File: src/verilog/lin_pkg.sv
/*
 package for the stepper slave readback logic and its bus master:
 frame identifiers, command codes, frame lengths, register map.
 assumes the byte-level link carried by lin_link_if.
*/
package lin_pkg;
    // frame identifiers and command codes
    localparam logic [5:0] READ_ID = 6'h3d;
    localparam logic [7:0] PREP8_PID = 8'h3c;
    localparam logic [7:0] APP_CMD = 8'h50;
    localparam logic [6:0] CMD_FULL = 7'h01;
    localparam logic [6:0] CMD_OTP = 7'h02;
    localparam logic [7:0] FILL = 8'hff;
    // frame lengths in data bytes
    localparam logic [3:0] LEN7 = 4'h2;
    localparam logic [3:0] LEN8 = 4'h8;
    localparam logic [3:0] RESP_LEN = 4'h8;
    // master waits this many cycles for each answer byte
    localparam logic [3:0] WAIT_CYC = 4'h8;
    // master register map (byte offsets) and control fields
    localparam logic [7:0] CTRL_OFS = 8'h00;
    localparam logic [7:0] STAT_OFS = 8'h04;
    localparam logic [7:0] DLO_OFS = 8'h08;
    localparam logic [7:0] DHI_OFS = 8'h0c;
    localparam int CTRL_START = 0;
    localparam int CTRL_FORM8 = 1;
    localparam int CTRL_CMD = 8;
    localparam int CTRL_ADDR = 16;
    localparam int CTRL_PID = 24;
    localparam logic [31:0] CTRL_RST = 32'h0000_0000;

    // parameter memory contents of the slave
    typedef struct packed {
        logic [3:0] oscillator_trim;
        logic [3:0] current_reference_trim;
        logic [2:0] thermal_shutdown_trim;
        logic [3:0] bandgap_trim;
        logic address_mode_bit;
        logic [3:0] physical_address;
        logic [3:0] run_current;
        logic [3:0] hold_current;
        logic [3:0] max_velocity;
        logic [3:0] min_velocity;
        logic [10:0] secure_position;
        logic shaft;
        logic [3:0] acceleration;
        logic [1:0] step_resolution;
        logic lock_bit_trim;
        logic lock_bit_general;
    } param_mem_s;

    // protected identifier: two parity bits above the 6-bit id
    function automatic logic [7:0] pid(input logic [5:0] id);
        logic p0;
        logic p1;
        p0 = id[0] ^ id[1] ^ id[2] ^ id[4];
        p1 = ~(id[1] ^ id[3] ^ id[4] ^ id[5]);
        return {p1, p0, id};
    endfunction : pid
endpackage : lin_pkg

File: src/verilog/lin_link_if.sv
/*
 byte-level link between bus master and stepper slave.
 assumes both ends share i_clk; one byte per valid cycle.
*/
`timescale 1ns/1ps
interface lin_link_if;
    logic m_vld;        // master byte present
    logic m_hdr;        // master byte is a frame identifier
    logic [7:0] m_byte;
    logic s_vld;        // slave answer byte present
    logic [7:0] s_byte;
    modport master (output m_vld, output m_hdr, output m_byte,
                    input s_vld, input s_byte);
    modport slave (input m_vld, input m_hdr, input m_byte,
                   output s_vld, output s_byte);
endinterface : lin_link_if

File: src/verilog/lin_stepper_slave.sv
/*
 slave end: takes readback preparing frames and answers reading frames
 with the full status (positions) or the parameter memory contents.
 assumes the master modport end paces one byte per enabled cycle.
*/
// The placing of the registers and the APB register port were chosen for this implementation.
`timescale 1ns/1ps
module lin_stepper_slave #(
    parameter bit FORCE_HOLD_LSB = 1'b0
) (
    // clock, reset, enable
    input wire logic i_clk,
    input wire logic i_srst,
    input wire logic i_ce,
    // link
    lin_link_if.slave link,
    // node configuration
    input wire logic [5:0] i_prep_id,
    input wire logic [6:0] i_node_address,
    input wire lin_pkg::param_mem_s i_param,
    input wire logic [2:0] i_hardware_address_pins,
    // motion state
    input wire logic [15:0] i_actual_position,
    input wire logic [15:0] i_target_position,
    // status
    output logic o_armed,
    output logic o_frame_error,
    output logic o_served
);
    typedef enum logic [1:0] {
        ST_IDLE = 2'b00,
        ST_RX = 2'b01,
        ST_TX = 2'b11
    } state_e;

    state_e state_r, state_nxt;
    logic [3:0] idx_r, idx_nxt;
    logic [3:0] len_r, len_nxt;
    logic is8_r, is8_nxt;
    logic armed_r, armed_nxt;
    logic otp_r, otp_nxt;
    logic [7:0] rx_buf_r [0:7];
    logic [7:0] rx_buf_nxt [0:7];
    logic [7:0] tx_buf_r [0:7];
    logic [7:0] tx_buf_nxt [0:7];
    logic s_vld_r, s_vld_nxt;
    logic [7:0] s_byte_r, s_byte_nxt;
    logic err_r, err_nxt;
    logic served_r, served_nxt;
    logic [2:0] pin_s1_r;
    logic [2:0] pin_s2_r;
    logic [7:0] resp_otp [0:7];
    logic [7:0] resp_full [0:7];
    logic rx_clr, rx_add, tx_clr, tx_add;
    logic [7:0] rx_sum, tx_sum;
    logic [7:0] cmd_b, adr_b;
    logic fill_ok, form_ok, is_hdr;

    // pins come from outside the clock domain
    always_ff @(posedge i_clk) begin
        if (i_srst) begin
            pin_s1_r <= 3'h0;
            pin_s2_r <= 3'h0;
        end else if (i_ce) begin
            pin_s1_r <= i_hardware_address_pins;
            pin_s2_r <= pin_s1_r;
        end
    end

    // answer images, captured whole at the reading identifier
    always_comb begin
        resp_otp[0] = {i_param.oscillator_trim,
                       i_param.current_reference_trim};
        resp_otp[1] = {1'b1, i_param.thermal_shutdown_trim,
                       i_param.bandgap_trim};
        resp_otp[2] = {i_param.address_mode_bit, pin_s2_r,
                       i_param.physical_address};
        resp_otp[3] = {i_param.run_current, i_param.hold_current[3:1],
                       i_param.hold_current[0] | FORCE_HOLD_LSB};
        resp_otp[4] = {i_param.max_velocity,
                       i_param.min_velocity};
        resp_otp[5] = {i_param.secure_position[10:8], i_param.shaft,
                       i_param.acceleration};
        resp_otp[6] = i_param.secure_position[7:0];
        resp_otp[7] = {4'h0, i_param.step_resolution,
                       i_param.lock_bit_trim,
                       i_param.lock_bit_general};
        resp_full[0] = {1'b1, i_node_address};
        resp_full[1] = i_actual_position[15:8];
        resp_full[2] = i_actual_position[7:0];
        resp_full[3] = i_target_position[15:8];
        resp_full[4] = i_target_position[7:0];
        resp_full[5] = i_param.secure_position[7:0];
        resp_full[6] = {5'h1f, i_param.secure_position[10:8]};
        resp_full[7] = lin_pkg::FILL;
    end

    // preparation decode from the stored data bytes
    always_comb begin
        cmd_b = is8_r ? rx_buf_r[1] : rx_buf_r[0];
        adr_b = is8_r ? rx_buf_r[2] : rx_buf_r[1];
        fill_ok = 1'b1;
        for (int i = 3; i < 8; i++) begin
            if (rx_buf_r[i] != lin_pkg::FILL) begin
                fill_ok = 1'b0;
            end
        end
        form_ok = cmd_b[7] && adr_b[7]
                  && (cmd_b[6:0] == lin_pkg::CMD_OTP
                      || cmd_b[6:0] == lin_pkg::CMD_FULL);
        if (is8_r) begin
            form_ok = form_ok && fill_ok
                      && rx_buf_r[0] == lin_pkg::APP_CMD;
        end
    end

    assign is_hdr = link.m_vld && link.m_hdr;

    // frame engine: receive preparations, send answers
    always_comb begin
        state_nxt = state_r;
        idx_nxt = idx_r;
        len_nxt = len_r;
        is8_nxt = is8_r;
        armed_nxt = armed_r;
        otp_nxt = otp_r;
        rx_buf_nxt = rx_buf_r;
        tx_buf_nxt = tx_buf_r;
        s_vld_nxt = 1'b0;
        s_byte_nxt = s_byte_r;
        err_nxt = 1'b0;
        served_nxt = 1'b0;
        rx_clr = 1'b0;
        rx_add = 1'b0;
        tx_clr = 1'b0;
        tx_add = 1'b0;
        case (state_r)
            ST_RX: begin
                if (link.m_vld && !link.m_hdr) begin
                    if (idx_r < len_r) begin
                        rx_buf_nxt[idx_r[2:0]] = link.m_byte;
                        rx_add = 1'b1;
                        idx_nxt = idx_r + 4'h1;
                    end else begin
                        state_nxt = ST_IDLE;
                        if (link.m_byte != rx_sum) begin
                            err_nxt = 1'b1;
                        end else if (form_ok) begin
                            // a valid frame for another node disarms
                            armed_nxt = adr_b[6:0] == i_node_address;
                            otp_nxt = cmd_b[6:0] == lin_pkg::CMD_OTP;
                        end
                    end
                end
            end
            ST_TX: begin
                s_vld_nxt = 1'b1;
                if (idx_r < lin_pkg::RESP_LEN) begin
                    s_byte_nxt = tx_buf_r[idx_r[2:0]];
                    tx_add = 1'b1;
                    idx_nxt = idx_r + 4'h1;
                end else begin
                    s_byte_nxt = tx_sum;
                    served_nxt = 1'b1;
                    state_nxt = ST_IDLE;
                end
            end
            default: begin
            end
        endcase
        // any identifier restarts decoding, even mid-frame
        if (is_hdr) begin
            idx_nxt = 4'h0;
            rx_clr = 1'b1;
            tx_clr = 1'b1;
            s_vld_nxt = 1'b0;
            served_nxt = 1'b0;
            state_nxt = ST_IDLE;
            if (link.m_byte == lin_pkg::pid(lin_pkg::READ_ID)) begin
                if (armed_r) begin
                    state_nxt = ST_TX;
                    armed_nxt = 1'b0;
                    tx_buf_nxt = otp_r ? resp_otp : resp_full;
                end
            end else if (link.m_byte == lin_pkg::PREP8_PID) begin
                state_nxt = ST_RX;
                is8_nxt = 1'b1;
                len_nxt = lin_pkg::LEN8;
            end else if (link.m_byte == lin_pkg::pid(i_prep_id)) begin
                state_nxt = ST_RX;
                is8_nxt = 1'b0;
                len_nxt = lin_pkg::LEN7;
            end
        end
    end

    always_ff @(posedge i_clk) begin
        if (i_srst) begin
            state_r <= ST_IDLE;
            idx_r <= 4'h0;
            len_r <= 4'h0;
            is8_r <= 1'b0;
            armed_r <= 1'b0;
            otp_r <= 1'b0;
            rx_buf_r <= '{default: 8'h00};
            tx_buf_r <= '{default: 8'h00};
            s_vld_r <= 1'b0;
            s_byte_r <= 8'h00;
            err_r <= 1'b0;
            served_r <= 1'b0;
        end else if (i_ce) begin
            state_r <= state_nxt;
            idx_r <= idx_nxt;
            len_r <= len_nxt;
            is8_r <= is8_nxt;
            armed_r <= armed_nxt;
            otp_r <= otp_nxt;
            rx_buf_r <= rx_buf_nxt;
            tx_buf_r <= tx_buf_nxt;
            s_vld_r <= s_vld_nxt;
            s_byte_r <= s_byte_nxt;
            err_r <= err_nxt;
            served_r <= served_nxt;
        end
    end

    // receive and transmit sums
    lin_checksum u_rx_sum (
        .i_clk(i_clk),
        .i_srst(i_srst),
        .i_ce(i_ce),
        .i_clear(rx_clr),
        .i_add(rx_add),
        .i_byte(link.m_byte),
        .o_sum(rx_sum)
    );

    lin_checksum u_tx_sum (
        .i_clk(i_clk),
        .i_srst(i_srst),
        .i_ce(i_ce),
        .i_clear(tx_clr),
        .i_add(tx_add),
        .i_byte(s_byte_nxt),
        .o_sum(tx_sum)
    );

    assign link.s_vld = s_vld_r;
    assign link.s_byte = s_byte_r;
    assign o_armed = armed_r;
    assign o_frame_error = err_r;
    assign o_served = served_r;
endmodule : lin_stepper_slave

File: src/verilog/lin_checksum.sv
/*
 running checksum: sum with end-around carry, inverted on output.
 assumes the caller clears it at each frame identifier.
*/
`timescale 1ns/1ps
module lin_checksum (
    // clock and control
    input wire logic i_clk,
    input wire logic i_srst,
    input wire logic i_ce,
    // accumulate
    input wire logic i_clear,
    input wire logic i_add,
    input wire logic [7:0] i_byte,
    // inverted sum
    output logic [7:0] o_sum
);
    logic [7:0] sum_r;
    logic [7:0] sum_nxt;
    logic [7:0] base;
    logic [8:0] wide;

    // clear and add in one cycle start a fresh sum with that byte
    always_comb begin
        base = i_clear ? 8'h00 : sum_r;
        wide = {1'b0, base} + {1'b0, i_byte};
        sum_nxt = base;
        if (i_add) begin
            sum_nxt = wide[7:0] + {7'h00, wide[8]};
        end
    end

    always_ff @(posedge i_clk) begin
        if (i_srst) begin
            sum_r <= 8'h00;
        end else if (i_ce) begin
            sum_r <= sum_nxt;
        end
    end

    assign o_sum = ~sum_r;
endmodule : lin_checksum

File: src/flat_wrapper.sv
// flat-port wrapper written by rule: the top's interface ports become plain ports
module lin_stepper_slave_flat 
#(
    parameter bit FORCE_HOLD_LSB = 1'b0
)
  (i_clk, i_srst, i_ce, i_prep_id, i_node_address, i_param, i_hardware_address_pins, i_actual_position, i_target_position, o_armed, o_frame_error, o_served, link_m_vld, link_m_hdr, link_m_byte, link_s_vld, link_s_byte);
  lin_link_if link_i ();
  input wire logic i_clk;
  input wire logic i_srst;
  input wire logic i_ce;
  input wire logic [5:0] i_prep_id;
  input wire logic [6:0] i_node_address;
  input wire lin_pkg::param_mem_s i_param;
  input wire logic [2:0] i_hardware_address_pins;
  input wire logic [15:0] i_actual_position;
  input wire logic [15:0] i_target_position;
  output logic o_armed;
  output logic o_frame_error;
  output logic o_served;
  input wire logic [$bits(link_i.m_vld)-1:0] link_m_vld;
  input wire logic [$bits(link_i.m_hdr)-1:0] link_m_hdr;
  input wire logic [$bits(link_i.m_byte)-1:0] link_m_byte;
  output wire logic [$bits(link_i.s_vld)-1:0] link_s_vld;
  output wire logic [$bits(link_i.s_byte)-1:0] link_s_byte;
  assign link_i.m_vld = link_m_vld;
  assign link_i.m_hdr = link_m_hdr;
  assign link_i.m_byte = link_m_byte;
  assign link_s_vld = link_i.s_vld;
  assign link_s_byte = link_i.s_byte;
  lin_stepper_slave #(.FORCE_HOLD_LSB(FORCE_HOLD_LSB)) u_core (.i_clk(i_clk), .i_srst(i_srst), .i_ce(i_ce), .link(link_i), .i_prep_id(i_prep_id), .i_node_address(i_node_address), .i_param(i_param), .i_hardware_address_pins(i_hardware_address_pins), .i_actual_position(i_actual_position), .i_target_position(i_target_position), .o_armed(o_armed), .o_frame_error(o_frame_error), .o_served(o_served));
endmodule
File: config.mk
export PLATFORM = sky130hd
export DESIGN_NAME = lin_stepper_slave_flat
export DESIGN_NICKNAME = d
export VERILOG_FILES = /design/src/verilog/lin_pkg.sv /design/src/verilog/lin_link_if.sv /design/src/verilog/lin_stepper_slave.sv /design/src/verilog/lin_checksum.sv /design/src/flat_wrapper.sv
export SDC_FILE = /design/constraint.sdc
export NUM_CORES = 1
export LEC_CHECK = 0
export BUFFER_PORTS_ARGS = -buffer_cell sky130_fd_sc_hd__buf_2
export CAP_MARGIN = 20
export CORE_MARGIN = 5
export CORE_UTILIZATION = 52
export CTS_CLUSTER_SIZE = 24
export DETAILED_ROUTE_END_ITERATION = 8
export PLACE_DENSITY = 0.76
export SLEW_MARGIN = 20
export SYNTH_ARGS = -nofsm -noshare
export SYNTH_HDL_FRONTEND = slang
export SYNTH_SLANG_ARGS = --single-unit
File: constraint.sdc
create_clock -name i_clk -period 3.6 [get_ports i_clk]
set_input_delay 0.54 -clock i_clk [delete_from_list [all_inputs] [get_ports i_clk]]
set_output_delay 0.54 -clock i_clk [all_outputs]
set_load 0.02 [all_outputs]
* Yosys cells after proc, flatten, opt, wreduce, memory -nomap -nowiden
Index checks and enable logic that the tools add are counted.
** Cells by class
- $add $sub $neg :: 5
- $lt $le $gt $ge :: 4
- Equal/unequal tests :: 20
- Muxes and demuxes :: 62
- Bitwise gates (word level) :: 13
- Reduce and logical (&&, ||, !) cells :: 17
** Operator list (count)
- two-way mux 8 bit :: 11
- bitwise mux 64 bit :: 1
- two-way mux 64 bit :: 1
- != test 8 bit, second input constant :: 5
- two-way mux 1 bit :: 32
- binary-select mux 8 bit (select 3 bit) :: 1
- demux 8 bit (select 3 bit) :: 1
- two-way mux 4 bit :: 6
- adder 8 x 8 -> 9 bit :: 2
- adder 8 x 1 -> 8 bit :: 2
- == test 8 x 7 -> 1 bit, second input constant :: 2
- inverter 8 bit :: 2
- two-way mux 2 bit :: 7
- AND reduction 4 bit :: 3
- AND reduction 5 bit :: 2
- != test 3 x 1 -> 1 bit, second input constant :: 3
- == test 8 x 6 -> 1 bit, second input constant :: 1
- == test 8 bit :: 1
- != test 8 bit :: 1
- one-hot mux 4 bit (2 select lines) :: 1
- == test 7 x 1 -> 1 bit, second input constant :: 1
- == test 7 x 2 -> 1 bit, second input constant :: 1
- == test 7 bit :: 1
- logical AND 1 bit :: 7
- other kinds (17) :: 26
** Word-level totals
- Register bits after elaboration :: 174
- Input bits :: 117
- Output and inout port bits :: 12
- Logic and storage cells :: 151

* Longest topological paths before layout
Gate-level depths: netlist of run 1.
- Depth after elaboration :: 17
- Mapped depth :: 20
- Depth with buffers taken out :: 18

* By module
Synthesis of run 1 repeated with hierarchy kept, for this count alone.
** Second synthesis, totals
- Cells, all modules :: 1046
- Area, all modules :: 9135.0 um2
** Modules (own cells, without submodules)
- lin_stepper_slave :: times used 1, cells each 838, area each 7498.4 um2, seq. area each 3042.9 um2
- lin_checksum :: times used 2, cells each 104, area each 818.3 um2, seq. area each 160.2 um2

* Worst setup path before layout of run 1
OpenSTA, ideal clock, no wires.
- Path kind :: register to register
- Start point :: reg u_core.idx_r[1]
- End point :: reg u_core.u_tx_sum.sum_r[4]
- Library setup time :: 0.128 ns
- Arrival :: 3.748 ns
- Required time :: 3.472 ns
- Path slack :: -0.275 ns
- Stages on the path, launching flop included :: 20
- Clock period less this slack :: 3.875 ns
- Path through :: dfxtp_1 > buf_2 > clkbuf_1 > o211ai_1 > o21a_1 > o311ai_0 > nand2_1 > ha_1 > fa_1 > a211o_1 > a211oi_1 > nor2_1 > o21ai_0 > nand2b_1 > ha_1 > nand3_1 > nor3_1 > xor2_1 > a22oi_1 > nor2_1
** Between the ends
- Cells in the longest elaborated chain, start to end :: 9
- Elaborated cells on any way between the ends :: 12
** Ends and longest elaborated chain
- start, declared :: RTL line lin_stepper_slave.sv:37 : logic [3:0] idx_r, idx_nxt;
- start signal, assigned :: RTL line lin_stepper_slave.sv:213 : idx_r <= idx_nxt;
- inverter 3 -> 4 bit (not written as such) :: RTL line lin_stepper_slave.sv:159 : s_byte_nxt = tx_buf_r[idx_r[2:0]];
- binary-select mux 8 bit (select 3 bit) :: RTL line lin_stepper_slave.sv:159
- two-way mux 8 bit (not written as such) (2 in a row) :: RTL line lin_stepper_slave.sv:159
- two-way mux 8 bit * :: RTL line lin_stepper_slave.sv:158 : if (idx_r < lin_pkg::RESP_LEN) begin
- two-way mux 8 bit * :: RTL line lin_stepper_slave.sv:137 : case (state_r)
- net u_core.s_byte_nxt[0] :: RTL line lin_stepper_slave.sv:47 : logic [7:0] s_byte_r, s_byte_nxt;
- adder 8 x 8 -> 9 bit * :: RTL line lin_checksum.sv:26 : wide = {1'b0, base} + {1'b0, i_byte};
- adder 8 x 1 -> 8 bit * :: RTL line lin_checksum.sv:29 : sum_nxt = wide[7:0] + {7'h00, wide[8]};
- two-way mux 8 bit * :: RTL line lin_checksum.sv:28 : if (i_add) begin
- end signal, assigned :: RTL line lin_checksum.sv:37 : sum_r <= sum_nxt;
- end, declared :: RTL line lin_checksum.sv:18 : logic [7:0] sum_r;
Mark *: on every way through the listed nets, which the timed path passes. The rest lies on a longest branch. The select of a mux whose other input is x is not followed.
A chain may end at the register's enable or synchronous reset.

* Worst setup path in the final report of run 1
Ends and elaborated chain as after synthesis.

==> results.sh, run 1 <==
export IMPL_synth_edf_count=0
export IMPL_clock_latency_ns=0.43
export IMPL_p_total_mw=3.998
export IMPL_gp_congestion=0.9027
export IMPL_netlist_area_um2=9175
export IMPL_start_util_pct=53.05
export IMPL_worstPathArrival_ns=3.84
export IMPL_slew_headroom_pct=38.86
export IMPL_first_pass_iters=5
export IMPL_crit_path_start_kind="flip-flop"
export IMPL_crit_path_end_kind="flip-flop"
export IMPL_syn_area_per_cell_um2=8.746
export IMPL_power_density_nw_per_um2=364.9
export IMPL_antenna_found_initial=0
export IMPL_tritoncts="yes"
export IMPL_dpl_hpwl_um=17190
export IMPL_worst_setup_path_type="reg -> reg"
export IMPL_whs_ns=0.3500
export IMPL_path_cells="buf_6 > buf_6 > mux4_2 > mux2_4 > o211ai_1 > nand2_1 > ha_4 > o21a_1 > a211oi_2 > nor2_1 > o21ai_1 > nand2b_1 > ha_2 > nand3_2 > nor3_2 > xor2_1 > a22oi_1 > nor2_1"
export IMPL_combPwrFrac_pct=8.1
export IMPL_clk_pin_slew_ns=0.07
export IMPL_synth_flop_cell="dfxtp_1"
export IMPL_drt_iter0_drc=689
export IMPL_maxSlewViolCount=0
export IMPL_yosysWarnings=0
export IMPL_core_area_um2=17300
export IMPL_switchingPower_mw=0.9405
export IMPL_p_leak_nw=4.018
export IMPL_vias=8310
export IMPL_worstPathMaxFanout=4
export IMPL_crit_buf_inv=2
export IMPL_cp_top_family="compound AO/OA/AOI/OAI gates"
export IMPL_slowest_delay_ns=0.50
export IMPL_hold_viol=0
export IMPL_finish_net_count=1319
export IMPL_status="complete, no violations"
export IMPL_drv_cap=0
export IMPL_fmax_mhz=282.4
export IMPL_grt_use_total_pct=23.86
export IMPL_clock_skew_ns=0.007865
export IMPL_ys_types=72
export IMPL_cts_hold_buf=0
export IMPL_grt_pass1_wl_um=39450
export IMPL_grt_pass1_vias=7780
export IMPL_globalRoute_totalOverflow=0
export IMPL_ioPinCount=129
export IMPL_clockPowerShare_pct=45.0
export IMPL_tightestPinTransition_ns=0.9172
export IMPL_die_h_um=142.8
export IMPL_cts_buffers=17
export IMPL_syn_nets=1190
export IMPL_num_antenna_cells=0
export IMPL_synthArstFlopShare_pct=0
export IMPL_wl_per_cell_um=17.27
export IMPL_fp_dieW_um=142.8
export IMPL_drtAntennaViolNets=0
export IMPL_vdd_drop_max_mv=0.3519
export IMPL_finalCritPeriodShare_pct=98.35
export IMPL_mostFrequentLayoutCells="dfxtp_1, nor2_1, buf_2"
export IMPL_synth_cells=1049
export IMPL_dieArea_um2=20400
export IMPL_cts_root_buf="clkbuf_16"
export IMPL_p_seq_share_pct=46.9
export IMPL_swShare_pct=23.52
export IMPL_avgViaCountPerCell=5.873
export IMPL_clock_path_buffers=2
export IMPL_crit_required_ns=3.90
export IMPL_num_rows=48
export IMPL_min_period_ns=3.541
export IMPL_seq_area_frac_synth_pct=36.66
export IMPL_drcViolationCount=0
export IMPL_synth_seq_cells=168
export IMPL_slowest_stage="mux4_2"
export IMPL_cts_sinks=168
export IMPL_power_internal_mw=3.057
export IMPL_io_buffer_count=128
export IMPL_wirelength_um=24440
export IMPL_drive_gt1_share_pct=22.35
export IMPL_h_tree_depth=4
export IMPL_min_path_type="in -> reg"
export IMPL_layout_commonest_cell="dfxtp_1"
export IMPL_setup_viol=0
export IMPL_grt_max_degree=108
export IMPL_area_delta_synth_final_pct=19.39
export IMPL_rsz0062_at_grt="yes"
state kept, by name, summed over array words and instances (netlist names):
name and cells:
u_core.o_frame_error 1, u_core.otp_r 1, u_core.link.s_vld 1, u_core.o_armed 1, u_core.len_r 2, u_core.u_rx_sum.sum_r 8
u_core.pin_s1_r 3, u_core.pin_s2_r 3, u_core.idx_r 4, u_core.u_tx_sum.sum_r 8, u_core.state_r 2, u_core.rx_buf_r 64
u_core.link.s_byte 8, u_core.tx_buf_r 61, u_core.o_served 1
worst reg2reg max path, stage by stage (launching register included):
cell,delay (ns)
dfxtp_4,0.39
buf_6,0.12
buf_6,0.12
mux4_2,0.50
mux2_4,0.29
o211ai_1,0.26
nand2_1,0.14
ha_4,0.23
o21a_1,0.13
a211oi_2,0.27
nor2_1,0.06
o21ai_1,0.12
nand2b_1,0.10
ha_2,0.20
nand3_2,0.10
nor3_2,0.05
xor2_1,0.15
a22oi_1,0.14
nor2_1,0.06
cell usage after synthesis, drive strengths merged, types with 5 or more instances:
master,instances,area [um2]
a21oi,45,236.5
o211ai,7,52.55
a22oi,6,45.04
nand3,23,127.6
xnor2,20,175.2
nor2b,7,43.79
nor2,148,555.5
and2,23,143.9
a311oi,12,105.1
ha,22,275.3
nor3b,5,37.54
o21ai,27,135.1
and3,8,50.05
a211oi,62,465.5
o21a,10,75.07
nand4,17,106.4
mux2i,110,1101
nand2,88,330.3
nor3,20,138.9
mux2,7,78.83
buf,27,141.4
nand3b,5,37.54
dfxtp,168,3363
clkbuf,50,187.7
nor4,13,96.34
xor2,18,157.7
mux4,8,180.2
inv,22,82.58
nand2b,8,50.05
through the flow:
stage                     cells  setup slack, ns  utilization [%]  area (um2)  setup TNS (ns)
after floorplan            1049          0.01556                -        9199               0
after global placement     1377         -0.02836            59.08       10220        -0.02836
after detailed placement   1377         -0.09900            59.08       10220         -0.2319
after CTS                  1411         0.001742            62.71       10850               0
after global routing       1415          -0.1287            63.33       10950         -0.5792
final                      1415          0.05941            63.33       10950               0
layout make-up:
cell class,count,area (um2)
multi-input cells,782,5499
fillers,1458,6342
flip-flops and latches,168,3374
well taps,225,281.5
clock inverters,11,125.1
inverters,22,82.58
clock buffers,20,456.7
repair buffers,187,1135
power groups by stage:
stage	combinational (mW)	clock, mW	sequential [mW]
2_1_floorplan	0.165	0	1.92
3_3_place_gp	0.310	0	1.92
3_5_place_dp	0.315	0	1.92
4_1_cts	0.317	1.81	1.87
5_1_grt	0.354	1.91	1.87
6_report	0.324	1.80	1.87
logic make-up after synthesis:
logic type	after synthesis	share of synthesized area, %
AND/OR/NAND/NOR	382	20.40
multiplexers	125	14.82
buffers and inverters	99	4.487
adder cells (fa/ha/maj)	24	3.436
flip-flops	168	36.66
AO/OA/AOI/OAI	211	16.06
XOR/XNOR	40	4.132
layer usage:
layer / GRT usage, % / up-vias / share of wire, %
met5: 0 / - / 0
met4: 6.053 / 0 / 1.2
met3: 4.220 / 31 / 6.3
met2: 35.93 / 284 / 45
met1: 35.43 / 3956 / 48
li1: - / 4039 / -
worst paths after layout:
kind	from	end	slack, ns	depth (start not counted)
worst min register to register	u_core.rx_buf_r[22]$_SDFFE_PP0P_	u_core.rx_buf_r[22]$_SDFFE_PP0P_	0.45	2
worst max-delay path	u_core.idx_r[1]$_SDFFE_PP0P_	u_core.u_tx_sum.sum_r[4]$_SDFFE_PP0P_	0.06	18
worst min-delay path	i_hardware_address_pins[0]	u_core.pin_s1_r[0]$_SDFFE_PP0P_	0.35	3
worst max register to register	u_core.idx_r[1]$_SDFFE_PP0P_	u_core.u_tx_sum.sum_r[4]$_SDFFE_PP0P_	0.06	18
what timing repair did:
| item | 4_1_cts | 5_1_grt |
|---|---|---|
| pin swaps | 6 | 16 |
| endpoints found under the setup margin | 7 | 8 |
| resized for setup | 8 | 16 |
| setup buffers | 3 | 4 |
Power figures use the tool's default switching activity.
==> run 2, diff against run 1 <==
--- a/config.mk
+++ b/config.mk
@@ -9,6 +9,7 @@
 export CAP_MARGIN = 20
 export CORE_MARGIN = 5
 export CORE_UTILIZATION = 52
+export CTS_BUF_LIST = sky130_fd_sc_hd__clkbuf_16
 export CTS_CLUSTER_SIZE = 24
 export DETAILED_ROUTE_END_ITERATION = 8
 export PLACE_DENSITY = 0.76
==> run 2 against run 1 <==
Compared with the run above: the flow now finishes with violations (negative setup slack); power is 1.0% lower; highest routed layer unchanged; via count is 0.23% higher; non-clock buffer count is 2 lower; largest cell class unchanged.
==> results.sh, run 2 (synthesized netlist as in run 1, its figures left out) <==
export IMPL_nFillCells=1459
export IMPL_fin_setup_tns_ns=-0.004738
export IMPL_power_internal_mw=3.012
export IMPL_clock_path_buffers=2
export IMPL_multiInputGateArea_um2=5505
export IMPL_final_cell_area_um2=10930
export IMPL_drcViolationCount=0
export IMPL_drive_gt1_share_pct=22.05
export IMPL_drv_cap=0
export IMPL_slowest_delay_ns=0.49
export IMPL_vdd_drop_max_mv=0.3359
export IMPL_fmax_mhz=277.4
export IMPL_wl_per_cell_um=17.32
export IMPL_status="complete, but fails checks"
export IMPL_fp_dieW_um=142.8
export IMPL_crit_path_end_kind="flip-flop"
export IMPL_cts_buffers=17
export IMPL_gp_congestion=0.9027
export IMPL_finalCritPeriodShare_pct=100.1
export IMPL_switchingPower_mw=0.9448
export IMPL_p_leak_nw=4.003
export IMPL_rsz0062_at_grt="yes"
export IMPL_largest_reg_flops=64
export IMPL_combPwrFrac_pct=8.2
export IMPL_clk_pin_slew_ns=0.07
export IMPL_start_util_pct=53.05
export IMPL_min_path_type="in -> reg"
export IMPL_core_area_um2=17300
export IMPL_tritoncts="yes"
export IMPL_cts_hold_buf=0
export IMPL_largest_registers="u_core.rx_buf_r x64, u_core.tx_buf_r x61"
export IMPL_dieArea_um2=20400
export IMPL_pre_cts_slack_ns=-0.09900
export IMPL_h_tree_depth=4
export IMPL_avgViaCountPerCell=5.895
export IMPL_first_pass_iters=7
export IMPL_io_buffer_count=128
export IMPL_drt_iter0_drc=580
export IMPL_mostFrequentLayoutCells="dfxtp_1, nor2_1, buf_2"
export IMPL_hold_viol=0
export IMPL_dpl_hpwl_um=17190
export IMPL_crit_buf_inv=2
export IMPL_whs_ns=0.3497
export IMPL_setup_ws_ns=-0.004738
export IMPL_min_period_ns=3.605
export IMPL_clock_skew_ns=0.007686
export IMPL_layout_commonest_cell="dfxtp_1"
export IMPL_worst_setup_path_type="reg -> reg"
export IMPL_antenna_found_initial=0
export IMPL_grt_pass1_vias=7728
export IMPL_power_density_nw_per_um2=362.1
export IMPL_grt_pass1_wl_um=39360
export IMPL_tightestPinTransition_ns=0.9139
export IMPL_clock_latency_ns=0.43
export IMPL_seq_area_um2=3372
export IMPL_clockPowerShare_pct=44.4
export IMPL_wirelength_um=24480
export IMPL_swShare_pct=23.88
export IMPL_grt_use_total_pct=23.83
export IMPL_p_total_mw=3.957
export IMPL_cts_sinks=168
export IMPL_setup_viol=1
export IMPL_worstPathMaxFanout=4
export IMPL_die_h_um=142.8
export IMPL_p_seq_share_pct=47.4
export IMPL_finish_net_count=1317
export IMPL_vias=8329
export IMPL_cts_root_buf="clkbuf_16"
export IMPL_area_delta_synth_final_pct=19.11
export IMPL_globalRoute_totalOverflow=0
export IMPL_cp_common_cell="nor2_1"
export IMPL_path_cells="buf_12 > buf_6 > mux4_2 > mux2_4 > o211ai_1 > nand2_1 > ha_4 > o21a_1 > a211oi_2 > nor2_1 > o21ai_1 > nand2b_1 > ha_2 > nand3_2 > nor3_2 > xor2_1 > a22oi_1 > nor2_1"
export IMPL_maxSlewViolCount=0
export IMPL_worstPathArrival_ns=3.90
export IMPL_ioPinCount=129
export IMPL_grt_max_degree=108
export IMPL_crit_path_start_kind="flip-flop"
export IMPL_drtAntennaViolNets=0
export IMPL_num_rows=48
export IMPL_slowest_stage="mux4_2"
export IMPL_slew_headroom_pct=39.07
export IMPL_placed_area_um2=10220
export IMPL_crit_required_ns=3.90
export IMPL_num_antenna_cells=0
export IMPL_top_register="u_core.rx_buf_r"
export IMPL_cp_top_family="compound AO/OA/AOI/OAI gates"
export IMPL_violations="negative setup slack"
[run 2: final timing paths]
check | from | end | slack (ns) | cells after the start
max | u_core.idx_r[1]$_SDFFE_PP0P_ | u_core.u_tx_sum.sum_r[4]$_SDFFE_PP0P_ | -0.005 | 18
max reg2reg | u_core.idx_r[1]$_SDFFE_PP0P_ | u_core.u_tx_sum.sum_r[4]$_SDFFE_PP0P_ | -0.005 | 18
min reg2reg | u_core.rx_buf_r[55]$_SDFFE_PP0P_ | u_core.rx_buf_r[55]$_SDFFE_PP0P_ | 0.46 | 2
min | i_hardware_address_pins[0] | u_core.pin_s1_r[0]$_SDFFE_PP0P_ | 0.35 | 3
[run 2: layer usage]
| metal | wire (um) | vias to the layer above | track usage (%) |
|---|---|---|---|
| met5 | 0 | - | 0 |
| met4 | 240 | 0 | 5.653 |
| li1 | - | 4032 | - |
| met3 | 1804 | 25 | 4.220 |
| met1 | 11380 | 3950 | 35.60 |
| met2 | 11050 | 322 | 35.83 |
[run 2: power groups by stage]
stage / sequential [mW] / combinational [mW] / clock [mW]
finish: 1.88 / 0.323 / 1.76
global route: 1.87 / 0.353 / 1.86
CTS: 1.87 / 0.317 / 1.77
detailed placement: 1.92 / 0.315 / 0
global placement: 1.92 / 0.310 / 0
floorplan: 1.92 / 0.165 / 0
[run 2: final cells by class]
type	instances	area share, %
Clock inverter	14	1.248
Timing Repair Buffer	185	10.29
Inverter	22	0.7557
Multi-Input combinational cell	782	50.38
Sequential cell	168	30.86
Clock buffer	17	3.893
Tap cell	225	2.576
[run 2: stage by stage]
step / util [%] / instances
2_1_floorplan: - / 1049
3_3_place_gp: 59.08 / 1377
3_5_place_dp: 59.08 / 1377
4_1_cts: 62.70 / 1411
5_1_grt: 63.18 / 1413
6_report: 63.18 / 1413
[run 2: tightest hold or removal path: stages]
cell and delay [ns]:
buf_2 0.08, mux2i_1 0.06, nor2_1 0.07
[run 2: timing repair]
| action | in CTS | in global routing |
|---|---|---|
| buffers inserted | 3 | 2 |
| resized for setup | 10 | 12 |
| setup endpoints to repair | 7 | 7 |
| pin swaps | 7 | 17 |
| gates cloned | 0 | 0 |
